**src/hw/reset_seq_pkg.sv**
```systemverilog
// Purpose: Shared constants for the reset source sequencer.
// Assumes: One 125 MHz clock, which is the fast oscillator clock.
// Notes: Register offsets are byte addresses on a 32-bit Wishbone bus.
package reset_seq_pkg;

	// Register byte offsets.
	localparam logic [7:0] OFS_STATUS = 8'h00;
	localparam logic [7:0] OFS_CFG_ONE = 8'h04;
	localparam logic [7:0] OFS_CFG_TWO = 8'h08;
	localparam logic [7:0] OFS_BRK_AUX = 8'h0c;
	localparam logic [7:0] OFS_WDOG_SVC = 8'h10;

	// Reset status flag positions.
	localparam int FLAG_POWER_ON = 7;
	localparam int FLAG_PIN = 6;
	localparam int FLAG_WATCHDOG = 5;
	localparam int FLAG_BAD_OPCODE = 4;
	localparam int FLAG_BAD_ADDRESS = 3;
	localparam int FLAG_BROWNOUT = 1;

	// Configuration field positions.
	localparam int CFG1_SHORT_STOP = 0;
	localparam int CFG1_STOP_ENABLE = 1;
	localparam int CFG2_PIN_ENABLE = 0;
	localparam int BRK_WDOG_DISABLE = 1;

	// Reset values.
	localparam logic [7:0] STATUS_RST = 8'h80;
	localparam logic [7:0] CFG_ONE_RST = 8'h00;
	localparam logic [7:0] CFG_TWO_RST = 8'h00;
	localparam logic [7:0] BRK_AUX_RST = 8'h00;

	// Sequence phase lengths in fast oscillator cycles.
	localparam logic [11:0] POR_LAST = 12'hfff;
	localparam logic [11:0] DRIVE_LAST = 12'h01f;
	localparam logic [11:0] HOLD_LAST = 12'h01f;
	localparam logic [11:0] FINAL_LAST = 12'h002;
	localparam logic [11:0] STOP_SHORT_LAST = 12'h01f;
	localparam logic [11:0] STOP_LONG_LAST = 12'hfff;

	// Minimum low time of the reset pin, and its count of cycles rounded up.
	localparam int CLK_PERIOD_PS = 8000;
	localparam int PIN_LOW_MIN_NS = 100;
	localparam int PIN_LOW_CYCLES = (PIN_LOW_MIN_NS * 1000 + CLK_PERIOD_PS - 1) / CLK_PERIOD_PS;

	// Sequencer states, Gray coded along the reset path.
	typedef enum logic [2:0] {
		S_POR_WAIT = 3'b000,
		S_PIN_DRIVE = 3'b001,
		S_INTERNAL_RESET_HOLD = 3'b011,
		S_FINAL = 3'b010,
		S_RUN = 3'b110,
		S_STOP = 3'b111,
		S_STOP_WAKE = 3'b101,
		S_EXT_HOLD = 3'b100
	} seq_state_e;

endpackage

```
**src/hw/reset_source_sequencer.sv**
```systemverilog
// Purpose: Collects reset sources, sequences internal reset and the reset pin,
// records the cause and runs the shared prescaler and watchdog.
// Assumes: ref_clk is the fast oscillator clock; all cpu_* inputs share it.
// Notes: The prescaler advances on the rising edge of the single clock.
//
// Summary of operation
// - Every source asserts internal reset, then vector fetch.
// - Internal resets clear prescaler; pin reset does not.
// - Each cause sets its own status flag.
// - Qualified long pin low halts processing, flags pin.
// - Pin is plain input until pin enable set.
// - Internal sources drive pin low 32 cycles.
// - Internal reset holds 35 cycles after pin release (32 hold, 3 final).
// - Power-on/brownout count 4096; only brownout drives pin low first.
// - Recovery is 4163 or 67 cycles total.
// - Power-on prescaler counts 4096, release 67 later.
// - Power-on enables oscillator, stops CPU clocks, flags.
// - Watchdog overflow causes internal reset and flag.
// - Service write clears watchdog and prescaler bits 11:4.
// - Prescaler wrap clocks watchdog at least every 4096.
// - Break in monitor mode may disable watchdog.
// - Illegal instruction sets flag and resets.
// - Stop with stop disabled is an illegal opcode.
// - Only opcode fetch from unmapped address resets.
// - Brownout holds pin low, counts 4096 after recovery.
// - Twelve prescaler stages, wrap stage clocks watchdog.
// - Stop clears prescaler; wake waits 32 or 4096.
// - Prescaler free-runs after every reset.
`timescale 1ns/100ps

module reset_source_sequencer
	import reset_seq_pkg::*;
#(
	parameter int WDOG_WIDTH = 6
)
(
	input wire logic ref_clk,
	input wire logic rstn,
	input wire logic wb_cyc_i,
	input wire logic wb_stb_i,
	input wire logic wb_we_i,
	input wire logic [7:0] wb_adr_i,
	input wire logic [3:0] wb_sel_i,
	input wire logic [31:0] wb_dat_i,
	output logic [31:0] wb_dat_o,
	output logic wb_ack_o,
	input wire logic power_on_pulse,
	input wire logic brownout_trip,
	input wire logic reset_pin_in,
	output logic reset_pin_out,
	output logic reset_pin_oe_n,
	input wire logic cpu_illegal_opcode,
	input wire logic cpu_stop_instr,
	input wire logic cpu_opcode_fetch,
	input wire logic cpu_addr_unmapped,
	input wire logic break_active,
	input wire logic monitor_mode,
	input wire logic wake_event,
	output logic internal_reset,
	output logic vector_fetch,
	output logic osc_enable,
	output logic cpu_clock_enable,
	output logic bus_clock_en,
	output logic gpio_pin_level
);

	// Refuse watchdog widths that the counter cannot serve.
	if (WDOG_WIDTH < 2 || WDOG_WIDTH > 16)
	begin : g_bad_width
		$error("WDOG_WIDTH must lie between 2 and 16.");
	end

	logic [2:0] sy1_q, sy2_q, sy3_q, flt_q, flt_d;
	seq_state_e st_q, st_d;
	logic [11:0] presc_q, presc_d, stay_q, stay_d;
	logic [WDOG_WIDTH-1:0] wdog_q, wdog_d;
	logic [7:0] pinlow_q, pinlow_d;
	logic [7:0] status_q, status_d, cfg1_q, cfg1_d, cfg2_q, cfg2_d, brk_q, brk_d;
	logic [1:0] div_q, div_d;
	logic ack_q, ack_d;
	logic [31:0] rdat_q, rdat_d;
	logic internal_reset_q, internal_reset_d, oe_n_q, oe_n_d, vec_q, vec_d, osc_q, osc_d;
	logic cpuen_q, cpuen_d, busen_q, busen_d, gpio_q, gpio_d;
	logic por_lvl, bo_lvl, pin_low, pin_hit, presc_wrap, wdog_tick, wdog_ovf, brk_dis;
	logic bus_wr, svc_wr, stop_bad;
	logic [7:0] int_cause;

	// Pin and power inputs pass three flip-flops; a change counts when the last two agree.
	always_comb
	begin
		flt_d = flt_q;
		for (int i = 0; i < 3; i++)
		begin
			if (sy2_q[i] == sy3_q[i])
			begin
				flt_d[i] = sy3_q[i];
			end
		end
	end

	// Synchroniser registers; bit 0 power-on, bit 1 brownout, bit 2 reset pin.
	always_ff @(posedge ref_clk)
	begin
		if (!rstn)
		begin
			sy1_q <= 3'h4;
			sy2_q <= 3'h4;
			sy3_q <= 3'h4;
			flt_q <= 3'h4;
		end
		else
		begin
			sy1_q <= {reset_pin_in, brownout_trip, power_on_pulse};
			sy2_q <= sy1_q;
			sy3_q <= sy2_q;
			flt_q <= flt_d;
		end
	end

	// Source decode shared by the sequencer and its checks.
	assign por_lvl = flt_q[0];
	assign bo_lvl = flt_q[1];
	assign pin_low = ~flt_q[2] & cfg2_q[CFG2_PIN_ENABLE];
	assign pin_hit = pin_low && (pinlow_q >= 8'(PIN_LOW_CYCLES - 1));
	assign presc_wrap = (presc_q == POR_LAST);
	assign brk_dis = break_active & monitor_mode & brk_q[BRK_WDOG_DISABLE];
	assign wdog_tick = presc_wrap && (st_q == S_RUN) && !brk_dis;
	assign wdog_ovf = wdog_tick && (&wdog_q);
	assign stop_bad = cpu_stop_instr && !cfg1_q[CFG1_STOP_ENABLE];
	assign bus_wr = wb_cyc_i && wb_stb_i && wb_we_i && !ack_q && wb_sel_i[0];
	assign svc_wr = bus_wr && (wb_adr_i == OFS_WDOG_SVC);

	// Next-state logic for the bus slave, registers, prescaler and sequencer.
	always_comb
	begin
		st_d = st_q;
		presc_d = presc_q + 12'h001;
		wdog_d = wdog_q;
		status_d = status_q;
		cfg1_d = cfg1_q;
		cfg2_d = cfg2_q;
		brk_d = brk_q;
		vec_d = 1'b0;
		int_cause = 8'h00;
		ack_d = wb_cyc_i && wb_stb_i && !ack_q;
		rdat_d = 32'h0000_0000;
		pinlow_d = 8'h00;
		div_d = div_q + 2'h1;

		// Bus reads answer with the register in the low byte; unmapped reads give zero.
		if (wb_cyc_i && wb_stb_i && !wb_we_i && !ack_q)
		begin
			case (wb_adr_i)
				OFS_STATUS: rdat_d[7:0] = status_q;
				OFS_CFG_ONE: rdat_d[7:0] = cfg1_q;
				OFS_CFG_TWO: rdat_d[7:0] = cfg2_q;
				OFS_BRK_AUX: rdat_d[7:0] = brk_q;
				default: rdat_d = 32'h0000_0000;
			endcase
		end

		// Bus writes; status flags clear by writing one, hardware sets below win.
		if (bus_wr)
		begin
			case (wb_adr_i)
				OFS_STATUS: status_d = status_q & ~wb_dat_i[7:0];
				OFS_CFG_ONE: cfg1_d = wb_dat_i[7:0];
				OFS_CFG_TWO: cfg2_d = wb_dat_i[7:0];
				OFS_BRK_AUX: brk_d = wb_dat_i[7:0];
				default: cfg1_d = cfg1_q;
			endcase
		end

		// Watchdog service clears the watchdog and the upper prescaler stages.
		if (svc_wr)
		begin
			wdog_d = '0;
			presc_d[11:4] = 8'h00;
		end
		else if (wdog_tick)
		begin
			wdog_d = wdog_q + 1'b1;
		end

		// Pin low time is measured only while the pin is not driven by this block.
		if (pin_low && (st_q == S_RUN || st_q == S_STOP || st_q == S_STOP_WAKE))
		begin
			pinlow_d = (pinlow_q == 8'hff) ? pinlow_q : pinlow_q + 8'h01;
		end

		// Reset sources in priority order, then the phase sequence.
		if (por_lvl)
		begin
			st_d = S_POR_WAIT;
			presc_d = 12'h000;
			status_d = 8'h00;
			status_d[FLAG_POWER_ON] = 1'b1;
			cfg2_d = CFG_TWO_RST;
			cfg1_d = CFG_ONE_RST;
			brk_d = BRK_AUX_RST;
			wdog_d = '0;
		end
		else if (bo_lvl)
		begin
			st_d = S_POR_WAIT;
			presc_d = 12'h000;
			status_d = (st_q == S_POR_WAIT) ? status_q : 8'h00;
			status_d[FLAG_BROWNOUT] = 1'b1;
			cfg1_d = CFG_ONE_RST;
			brk_d = BRK_AUX_RST;
			wdog_d = '0;
		end
		else
		begin
			case (st_q)
				S_POR_WAIT:
				begin
					if (presc_q == POR_LAST)
					begin
						st_d = S_PIN_DRIVE;
					end
				end
				S_PIN_DRIVE:
				begin
					if (stay_q == DRIVE_LAST)
					begin
						st_d = S_INTERNAL_RESET_HOLD;
					end
				end
				S_INTERNAL_RESET_HOLD:
				begin
					if (stay_q == HOLD_LAST)
					begin
						st_d = S_FINAL;
					end
				end
				S_FINAL:
				begin
					if (stay_q == FINAL_LAST)
					begin
						st_d = S_RUN;
						vec_d = 1'b1;
					end
				end
				S_EXT_HOLD:
				begin
					if (!pin_low)
					begin
						st_d = S_INTERNAL_RESET_HOLD;
					end
				end
				S_RUN:
				begin
					if (pin_hit)
					begin
						int_cause[FLAG_PIN] = 1'b1;
					end
					else if (wdog_ovf)
					begin
						int_cause[FLAG_WATCHDOG] = 1'b1;
					end
					else if (cpu_illegal_opcode || stop_bad)
					begin
						int_cause[FLAG_BAD_OPCODE] = 1'b1;
					end
					else if (cpu_opcode_fetch && cpu_addr_unmapped)
					begin
						int_cause[FLAG_BAD_ADDRESS] = 1'b1;
					end
					else if (cpu_stop_instr)
					begin
						st_d = S_STOP;
						presc_d = 12'h000;
					end
				end
				S_STOP:
				begin
					presc_d = 12'h000;
					if (pin_hit)
					begin
						int_cause[FLAG_PIN] = 1'b1;
					end
					else if (wake_event)
					begin
						st_d = S_STOP_WAKE;
					end
				end
				S_STOP_WAKE:
				begin
					if (pin_hit)
					begin
						int_cause[FLAG_PIN] = 1'b1;
					end
					else if (stay_q == (cfg1_q[CFG1_SHORT_STOP] ? STOP_SHORT_LAST
						: STOP_LONG_LAST))
					begin
						st_d = S_RUN;
					end
				end
				default: st_d = S_POR_WAIT;
			endcase

			// A new reset replaces the recorded cause and restores default settings except the pin enable.
			if (int_cause != 8'h00)
			begin
				status_d = int_cause;
				cfg1_d = CFG_ONE_RST;
				brk_d = BRK_AUX_RST;
				wdog_d = '0;
				if (int_cause[FLAG_PIN])
				begin
					st_d = S_EXT_HOLD;
				end
				else
				begin
					st_d = S_PIN_DRIVE;
					presc_d = 12'h000;
				end
			end
		end

		// Registered outputs follow the next state.
		stay_d = (st_d != st_q) ? 12'h000 : stay_q + 12'h001;
		internal_reset_d = !(st_d == S_RUN || st_d == S_STOP || st_d == S_STOP_WAKE);
		oe_n_d = !(cfg2_d[CFG2_PIN_ENABLE] && (st_d == S_POR_WAIT || st_d == S_PIN_DRIVE));
		cpuen_d = !(st_d == S_POR_WAIT || st_d == S_STOP || st_d == S_STOP_WAKE);
		osc_d = (st_d != S_STOP);
		busen_d = (div_d == 2'h0) && cpuen_d;
		gpio_d = flt_d[2];
	end

	// State registers.
	always_ff @(posedge ref_clk)
	begin
		if (!rstn)
		begin
			st_q <= S_POR_WAIT;
			presc_q <= 12'h000;
			stay_q <= 12'h000;
			wdog_q <= '0;
			pinlow_q <= 8'h00;
			status_q <= STATUS_RST;
			cfg1_q <= CFG_ONE_RST;
			cfg2_q <= CFG_TWO_RST;
			brk_q <= BRK_AUX_RST;
			div_q <= 2'h0;
			ack_q <= 1'b0;
			rdat_q <= 32'h0000_0000;
			internal_reset_q <= 1'b1;
			oe_n_q <= 1'b1;
			vec_q <= 1'b0;
			osc_q <= 1'b1;
			cpuen_q <= 1'b0;
			busen_q <= 1'b0;
			gpio_q <= 1'b1;
		end
		else
		begin
			st_q <= st_d;
			presc_q <= presc_d;
			stay_q <= stay_d;
			wdog_q <= wdog_d;
			pinlow_q <= pinlow_d;
			status_q <= status_d;
			cfg1_q <= cfg1_d;
			cfg2_q <= cfg2_d;
			brk_q <= brk_d;
			div_q <= div_d;
			ack_q <= ack_d;
			rdat_q <= rdat_d;
			internal_reset_q <= internal_reset_d;
			oe_n_q <= oe_n_d;
			vec_q <= vec_d;
			osc_q <= osc_d;
			cpuen_q <= cpuen_d;
			busen_q <= busen_d;
			gpio_q <= gpio_d;
		end
	end

	// Outputs come straight from flip-flops, except reset_pin_out, which is tied low; the pin only ever pulls low.
	assign wb_ack_o = ack_q;
	assign wb_dat_o = rdat_q;
	assign reset_pin_out = 1'b0;
	assign reset_pin_oe_n = oe_n_q;
	assign internal_reset = internal_reset_q;
	assign vector_fetch = vec_q;
	assign osc_enable = osc_q;
	assign cpu_clock_enable = cpuen_q;
	assign bus_clock_en = busen_q;
	assign gpio_pin_level = gpio_q;

	// Helper: cycles since the last prescaler wrap or service.
	logic [12:0] gap_q;
	always_ff @(posedge ref_clk)
	begin
		if (!rstn || presc_wrap || svc_wr || st_q != S_RUN)
		begin
			gap_q <= 13'h0000;
		end
		else
		begin
			gap_q <= gap_q + 13'h0001;
		end
	end
endmodule
```
**config.mk**
```make
export PLATFORM = sky130hd
export DESIGN_NAME = reset_source_sequencer
export DESIGN_NICKNAME = d
export VERILOG_FILES = /design/src/hw/reset_seq_pkg.sv /design/src/hw/reset_source_sequencer.sv
export SDC_FILE = /design/constraint.sdc
export NUM_CORES = 1
export LEC_CHECK = 0
export BUFFER_PORTS_ARGS = -buffer_cell sky130_fd_sc_hd__buf_2
export CORE_MARGIN = 5
export CORE_UTILIZATION = 40
export CTS_CLUSTER_DIAMETER = 120
export DETAILED_ROUTE_END_ITERATION = 8
export PLACE_DENSITY_LB_ADDON = 0.2
export SYNTH_ARGS = -nofsm -noshare
export SYNTH_HDL_FRONTEND = slang
export SYNTH_SLANG_ARGS = --single-unit
```
**constraint.sdc**
```tcl
create_clock -name ref_clk -period 2.3 [get_ports ref_clk]
set_input_delay 0.115 -clock ref_clk [delete_from_list [all_inputs] [get_ports ref_clk]]
set_output_delay 0.115 -clock ref_clk [all_outputs]
set_load 0.03 [all_outputs]
```
==> results.yml, run 1 <==
sta:
  slew_viol_final: 0
  finalCriticalPeriod_ns: 2.436
  worstMarginPinSlew_ns: 0.5964
  setup_viol: 15
  fin_crit_sh_pct: 105.9
  rsz0062_at_grt: "yes"
  fin_ws_ns: -0.1356
  fmax_mhz: 410.6
  hold_violations: 0
  skew_ns: 0.008233
  whs_ns: 0.05631
  slew_headroom_pct: 59.93
setup_path:
  crit_path_max_fanout: 5
  path_class: "reg2reg"
  slowest_delay_ns: 0.54
  crit_slowest_cell: "or4_4"
  cp-end-kind: "flip-flop"
  start_kind: "flip-flop"
  worstPathRequired_ns: 2.54
  crit_chain: "or4_4, a211oi_4, and4_4, nor4b_4, and2_4, or2_4, or3_1"
  cp.arrival_ns: 2.68
layout:
  seq_area_um2: 2046
  layout_common_cells: "dfxtp_1 (99), nor2_1 (70), buf_4 (58)"
  fill_cells: 1147
  syn2layout_area_growth_pct: 24.10
  drive_gt1_share_pct: 26.61
  multiInputGateArea_um2: 2769
  finalNonFillerCells: 801
  nets: 715
  antenna_cells: 0
  final_common_cell: "dfxtp_1"
clock_tree:
  clock_latency_ns: 0.35
  numCtsBuffers: 9
  cts_tree: "yes"
  ctsRootBufferMaster: "clkbuf_16"
  clk_path_buf_depth: 2
  clock-sinks: 102
  htree_levels: 3
  clkTransAtPathRegs_ns: 0.07
detailed_routing:
  drtPass1Iterations: 4
  routed_wl_um: 11510
  routedWlPerCell_um: 14.37
  vias: 4129
  drc: 0
  dr.first_iter.drc_count: 249
  viasPerCell: 5.155
  ant_nets: 0
floorplan:
  die_h_um: 120.6
  initial_utilization_pct: 40.72
  core_um2: 12010
  rows: 40
  die_area_um2: 14540
  num_io_pins: 100
  die_x_um: 120.6
global_route:
  antenna_found_initial: 0
  grt_max_degree: 23
  grt_overflow: 0
  grt_usage_pct: 16.20
  grt_pass1_vias: 3902
  grt_pass1_wl_um: 18960
place:
  routabilityCongestion: 0.9110
  dpl.hpwl_um: 8623
  placedCellCount: 777
  io_buffers: 47
synth:
  synth_cells: 551
  synth_warnings: 0
  synth-main-ff-cell: "dfxtp_1"
  synth.distinct_cells: 66
  synth-async-reset-ratio_pct: 0
  seq_area_frac_synth_pct: 41.75
  synth-seq-cells: 102
  yosysTopAreaCellShare_pct: 41.75
  synth_edf_count: 0
  postSynthAreaPerCell_um2: 8.876
  syn_area_um2: 4891
  synth_area_leader_cell: "dfxtp_1"
  ys_top_cells_by_area: "dfxtp_1 (42%), mux2i_1 (5.5%), nor2_1 (5.4%), buf_4 (4.0%), nand2_1 (3.5%)"
power:
  p_leak_nw: 2.541
  power_density_nw_per_um2: 590.4
  peakVddDrop_mv: 0.5070
job:
  drv_cap: 0
min_path:
  hold_path_class: "in2reg"
outcome:
  status: "finished, violations left"
  violations: "negative setup slack"
-- metal layers --
metal | share of wire [%] | vias up | wire, um | track usage, %
met5 | 0 | - | 0 | 0
met4 | 1.3 | 0 | 148 | 5.312
li1 | - | 2077 | - | -
met2 | 48 | 95 | 5551 | 27.52
met1 | 45 | 1944 | 5167 | 20.55
met3 | 5.6 | 13 | 643 | 3.321
-- power by group --
part	internal, mW	total (mW)	switching (mW)
Combinational	0.0788	0.227	0.148
Clock	0.859	1.56	0.701
Sequential	1.78	1.80	0.0117
-- state kept, by name (all words and copies together), names as in the netlist, 3 cells and up --
| register | cells |
|---|---|
| pinlow_q | 8 |
| status_q | 8 |
| presc_q | 12 |
| cfg1_q | 8 |
| sy3_q | 3 |
| brk_q | 8 |
| stay_q | 12 |
| st_q | 3 |
| sy1_q | 3 |
| sy2_q | 3 |
| wb_dat_o | 8 |
| wdog_q | 6 |
| cfg2_q | 8 |
-- path summary, 6_finish.rpt --
| kind | startpoint | end | slack [ns] | depth (start not counted) |
|---|---|---|---|---|
| worst min register to register | sy1_q[2] | sy2_q[2] | 0.42 | 1 |
| worst min-delay path | wb_dat_i[3] | cfg2_q[3] | 0.06 | 3 |
| worst max register to register | pinlow_q[4] | reset_pin_oe_n | -0.14 | 7 |
| worst max-delay path | pinlow_q[4] | reset_pin_oe_n | -0.14 | 7 |
-- synthesized netlist by cell type, drive strengths merged, types with 4 or more instances --
master  count
a21oi      19
a22oi       9
a31oi       4
and2       13
and3        8
and4        6
buf        33
clkbuf     15
dfxtp     102
ha          7
inv         6
mux2i      27
nand2      46
nand2b      6
nand3      32
nand3b      5
nand4      11
nor2       70
nor2b       6
nor3       13
nor3b      14
nor4        6
o21ai      23
xnor2      10
xor2       18
-- cell type report --
cell class              count  share of cell area [%]
clock inverters             7                   1.319
well taps                 147                   3.030
repair buffers            111                   12.24
inverters                   6                  0.3711
multi-input cells         419                   45.62
clock buffers               9                   3.711
flip-flops and latches    102                   33.70
-- cell families after synthesis --
group | synth area share (%)
and+or+nand+nor | 28.75
DFF | 41.75
AOI/OAI and AO/OA | 10.18
buffers and inverters | 6.907
xor gates and xnor gates | 5.014
muxes | 5.526
adders and majority gates | 1.791
other | 0.07667
-- worst max-delay path, delay by kind of cell (launching register included) --
kind / cells / cell delay [ns]
AND/OR/NAND/NOR: 6 / 1.65
AO/OA/AOI/OAI: 1 / 0.35
flip-flops: 1 / 0.33
-- per-stage QoR --
step                area [um^2]  setup TNS (ns)  power, mW  utilization (%)  setup WS, ns
floorplan                  4985         -0.2649      2.004                -       -0.1062
global placement           5520         -0.8681      2.047            45.96       -0.1171
detailed placement         5520          -1.534      2.053            45.96       -0.1427
CTS                        5916         -0.5420      3.632            49.25       -0.1023
global route               6070          -2.481      3.730            50.53       -0.1900
finish                     6070          -1.261      3.584            50.53       -0.1356
-- timing repair --
item                       in CTS  in global routing
cloned                          0                  0
hold buffers                    3                  0
setup buffers                   1                  5
resized for setup              12                 27
hold endpoints to repair        3                  0
pin swaps                       0                 10
setup endpoints to repair      18                 35
(Power assumes the default switching activity.)
==> inputs of run 2 (changes only) <==
--- a/config.mk
+++ b/config.mk
@@ -6,7 +6,7 @@
 export NUM_CORES = 1
 export LEC_CHECK = 0
 export BUFFER_PORTS_ARGS = -buffer_cell sky130_fd_sc_hd__buf_2
-export CORE_MARGIN = 5
+export CORE_ASPECT_RATIO = 1.5
 export CORE_UTILIZATION = 40
 export CTS_CLUSTER_DIAMETER = 120
 export DETAILED_ROUTE_END_ITERATION = 8
==> results.yml, run 2 (same netlist as run 1, synthesis figures left out) <==
outcome:
  status: "finished, violations left"
  violations: "negative setup slack"
power:
  p_leak_nw: 2.536
  p_seq_share_pct: 51.2
  power_density_nw_per_um2: 581.8
  p_sw_share_pct: 24.61
  power_frac_comb_pct: 6.5
  switchingPower_uw: 863.2
  p_int_mw: 2.644
  p_clk_share_pct: 42.3
  peakVddDrop_mv: 0.3160
  power_mw: 3.507
clock_tree:
  clock-sinks: 102
  htree_levels: 3
  ctsRootBufferMaster: "clkbuf_16"
  clk_path_buf_depth: 2
  clkTransAtPathRegs_ns: 0.07
  clock_latency_ns: 0.35
  cts_tree: "yes"
  numCtsBuffers: 9
floorplan:
  num_io_pins: 100
  core_um2: 11960
  die_area_um2: 12680
  die_x_um: 92.29
  initial_utilization_pct: 40.91
  die_h_um: 137.4
  rows: 49
layout:
  fill_cells: 1176
  syn2layout_area_growth_pct: 23.25
  top_regs: "presc_q: 12 flops, stay_q: 12 flops"
  layout_common_cells: "dfxtp_1 (100), nor2_1 (70), buf_4 (66)"
  final_common_cell: "dfxtp_1"
  antenna_cells: 0
  finalNonFillerCells: 813
  design_area_um2: 6028
  drive_gt1_share_pct: 26.21
  nets: 721
global_route:
  grt_max_degree: 23
  grt_pass1_vias: 4127
  grt_overflow: 0
  antenna_found_initial: 0
  grt_usage_pct: 19.19
  grt_pass1_wl_um: 19070
min_path:
  hold_path_class: "in2reg"
  hold_path_depth: 3
place:
  io_buffers: 47
  routabilityCongestion: 0.9067
  postPlaceCellArea_um2: 5595
  placedCellCount: 792
  dpl.hpwl_um: 8838
sta:
  fmax_mhz: 424.8
  slew_headroom_pct: 64.14
  rsz0062_at_grt: "yes"
  skew_ns: 0.008590
  fin_crit_sh_pct: 102.3
  slew_viol_final: 0
  finalCriticalPeriod_ns: 2.354
  hold_violations: 0
  worstMarginPinSlew_ns: 0.5305
  setup_viol: 8
  fin_ws_ns: -0.05382
detailed_routing:
  vias: 4147
  routedWlPerCell_um: 14.07
  drtPass1Iterations: 4
  drc: 0
  dr.first_iter.drc_count: 126
  viasPerCell: 5.101
  routed_wl_um: 11440
  ant_nets: 0
setup_path:
  cp-end-kind: "flip-flop"
  worstPathRequired_ns: 2.53
  slowest_delay_ns: 0.54
  cp.arrival_ns: 2.59
  path_class: "reg2reg"
  crit_path_max_fanout: 5
  start_kind: "flip-flop"
  crit_slowest_cell: "or4_4"
  crit_chain: "or4_4, a211oi_4, and4_4, nor4b_4, and2_4, or2_4, or3_1"
  rr_worst_depth: 7
job:
  drv_cap: 0
[run 2: layout make-up]
type	instances	area (um^2)	share of cell area, %
flip-flops and latches	102	2044	33.91
clock buffers	10	239.0	3.964
clock inverters	6	50.05	0.8302
inverters	6	22.52	0.3736
multi-input cells	419	2700	44.79
repair buffers	117	780.7	12.95
well taps	153	191.4	3.176
[run 2: per-layer routing]
metal	up-vias	share of wire, %	track usage (%)
li1	2085	-	-
met4	0	2.1	9.115
met3	17	3.0	3.698
met1	1960	41	19.98
met2	85	54	36.61
met5	-	0	0
[run 2: worst max-delay path, delay by kind of cell (launching register included)]
| kind | cells | cell delay [ns] |
|---|---|---|
| AO/OA/AOI/OAI | 1 | 0.28 |
| flip-flops | 1 | 0.34 |
| AND/OR/NAND/NOR | 6 | 1.62 |
[run 2: repair_timing]
item | in CTS | in global routing
setup endpoints to repair | 26 | 29
hold buffers | 3 | 0
setup buffers | 1 | 1
hold endpoints to repair | 3 | 0
gates resized for setup | 16 | 8
pin swaps | 5 | 1
[run 2: stage by stage]
stage               util [%]  setup TNS, ns  hold slack (ns)  setup slack (ns)
floorplan                  -        -0.2649           0.2165           -0.1062
global placement       46.80         -1.637           0.2980           -0.1842
detailed placement     46.80         -2.180           0.3003           -0.1786
CTS                    50.06       -0.08321          0.04912          -0.05366
global route           50.42         -1.459          0.05838           -0.1453
finish                 50.42        -0.1223          0.05214          -0.05382
[run 2: final timing paths]
check	slack (ns)	to	from
worst max-delay path	-0.05	reset_pin_oe_n	pinlow_q[4]
worst min-delay path	0.05	cfg1_q[3]	wb_dat_i[3]
worst max register to register	-0.05	reset_pin_oe_n	pinlow_q[4]
worst min register to register	0.42	sy2_q[2]	sy1_q[2]
[run 2: power by group through the flow]
| stage | clock (mW) | combinational [mW] | sequential [mW] |
|---|---|---|---|
| finish | 1.48 | 0.227 | 1.80 |
| detailed placement | 0 | 0.215 | 1.84 |
| global route | 1.60 | 0.249 | 1.80 |
| global placement | 0 | 0.212 | 1.84 |
| CTS | 1.52 | 0.224 | 1.80 |
| floorplan | 0 | 0.166 | 1.84 |
==> inputs of run 3 (changes only) <==
--- a/config.mk
+++ b/config.mk
@@ -5,6 +5,7 @@
 export SDC_FILE = /design/constraint.sdc
 export NUM_CORES = 1
 export LEC_CHECK = 0
+export ABC_AREA = 1
 export BUFFER_PORTS_ARGS = -buffer_cell sky130_fd_sc_hd__buf_2
 export CORE_ASPECT_RATIO = 1.5
 export CORE_UTILIZATION = 40
==> results.yml, run 3 <==
layout:
  final_common_cell: "nand2_1"
  nets: 778
  antenna_cells: 0
  multiInputGateArea_um2: 2331
  finalNonFillerCells: 867
  fin_util_pct: 48.08
  seq_area_um2: 2043
  top_regs: "presc_q: 12 flops, stay_q: 12 flops"
  design_area_um2: 5573
  drive_gt1_share_pct: 17.85
  syn2layout_area_growth_pct: 15.69
  fill_cells: 1179
  layout_common_cells: "nand2_1 (108), dfxtp_1 (101), nor2_1 (84)"
floorplan:
  die_area_um2: 12490
  die_x_um: 91.60
  die_h_um: 136.4
  rows: 48
  initial_utilization_pct: 41.56
  num_io_pins: 100
  core_um2: 11590
clock_tree:
  htree_levels: 3
  ctsRootBufferMaster: "clkbuf_16"
  clock_latency_ns: 0.35
  clkTransAtPathRegs_ns: 0.07
  clk_path_buf_depth: 2
  clock-sinks: 102
  cts_tree: "yes"
  numCtsBuffers: 9
synth:
  syn_area_um2: 4817
  synth_common_cells: "nand2_1 (109), dfxtp_1 (102), nor2_1 (84)"
  synth-seq-cells: 102
  postSynthAreaPerCell_um2: 7.411
  synth_warnings: 0
  synth.most_common_cell: "nand2_1"
  synth_cells: 650
  yosysTopAreaCellShare_pct: 42.39
  synth_area_leader_cell: "dfxtp_1"
  ys_top_cells_by_area: "dfxtp_1 (42%), nand2_1 (8.5%), nor2_1 (6.5%), inv_1 (5.5%), nand3_1 (4.7%)"
  synth_edf_count: 0
  seq_area_frac_synth_pct: 42.39
  synth.distinct_cells: 35
  synth-main-ff-cell: "dfxtp_1"
  synth-async-reset-ratio_pct: 0
sta:
  setup_tns_ns: 0
  setup_viol: 0
  fmax_mhz: 472.2
  fin_crit_sh_pct: 92.08
  whs_ns: 0.03455
  finalCriticalPeriod_ns: 2.118
  hold_violations: 0
  skew_ns: 0.009711
  slew_viol_final: 0
power:
  power_density_nw_per_um2: 643.5
  p_leak_nw: 2.367
  peakVddDrop_mv: 0.3482
setup_path:
  worstPathRequired_ns: 2.59
  crit_path_max_fanout: 12
  start_kind: "flip-flop"
  r2r-start: "presc_q[1]"
  cp-end-kind: "flip-flop"
  cp.arrival_ns: 2.41
  path_class: "reg2reg"
  cp-startpoint: "presc_q[1]"
global_route:
  grt_usage_pct: 18.34
  antenna_found_initial: 0
  grt_overflow: 0
  grt_pass1_vias: 3974
  grt_max_degree: 20
  grt_pass1_wl_um: 18150
detailed_routing:
  routedWlPerCell_um: 12.57
  viasPerCell: 4.862
  drtPass1Iterations: 4
  drc: 0
  vias: 4215
  ant_nets: 0
  dr.first_iter.drc_count: 162
  routed_wl_um: 10900
outcome:
  status: "finished, final reports clean"
place:
  dpl.hpwl_um: 8409
  io_buffers: 47
  postPlaceCellArea_um2: 5191
  placedCellCount: 845
  routabilityCongestion: 0.8188
min_path:
  hold_path_class: "in2reg"
  min_from: "wb_stb_i"
job:
  drv_cap: 0
==> run 3: area by class of cell <==
cell class	instances	area share, %
Multi-Input combinational cell	455	41.83
Sequential cell	102	36.66
Timing Repair Buffer	66	7.140
Inverter	78	5.299
Clock buffer	9	4.041
Tap cell	150	3.368
Clock inverter	7	1.661
==> run 3: report_power, final <==
part           leakage (nW)  switching (mW)  internal (mW)
combinational          1.39           0.139         0.0600
sequential            0.825          0.0124           1.78
clock                 0.148           0.720          0.870
==> run 3: logic make-up (layout without fill, tap and decap cells) <==
| logic type | after synthesis | in the layout | share of synthesized area, % |
|---|---|---|---|
| xor gates and xnor gates | 19 | 19 | 3.455 |
| and+or+nand+nor | 314 | 314 | 30.49 |
| adders and majority gates | 7 | 7 | 1.818 |
| other | 1 | 25 | 0.07785 |
| buffers and inverters | 117 | 160 | 11.38 |
| DFF | 102 | 102 | 42.39 |
| AOI/OAI and AO/OA | 90 | 90 | 10.39 |
==> run 3: metrics by stage <==
stage / worst slack (ns) / power [mW]
3_5_place_dp: 0.1279 / 2.029
2_1_floorplan: 0.3880 / 1.994
3_3_place_gp: 0.1965 / 2.026
6_report: 0.1821 / 3.586
5_1_grt: -0.005312 / 3.726
4_1_cts: 0.08767 / 3.616
==> run 3: path summary, 6_finish.rpt <==
kind,end,slack (ns),cells after the start
max,stay_q[0],0.18,16
min,wb_ack_o,0.03,3
max reg2reg,stay_q[0],0.18,16
min reg2reg,sy2_q[0],0.41,2
==> run 3: worst max-delay path, cell delays in order (launching register included) <==
cell and delay, ns:
dfxtp_1 0.35, ha_1 0.18, nand2_2 0.08, nor2_4 0.17
nand2_2 0.10, nor2_2 0.09, nand3_2 0.11, nand2_2 0.13
nand3_4 0.12, inv_4 0.10, nand2_2 0.07, nand2_2 0.11
nand2_2 0.05, nand2_1 0.06, nand3_2 0.10, buf_12 0.16
nor2_1 0.08
==> run 3: what timing repair did <==
| action | in CTS | in global routing |
|---|---|---|
| buffers inserted | 0 | 3 |
| endpoints found under the hold margin | 3 | 0 |
| hold buffers | 3 | 0 |
| setup endpoints to repair | 0 | 11 |
| gates resized for setup | 0 | 4 |
==> run 3: layer usage <==
layer	GRT usage, %	vias to the layer above	routed length, um
met4	7.055	0	102
met2	34.71	73	6053
met1	20.25	1949	4425
met5	0	-	0
li1	-	2187	-
met3	2.964	6	315
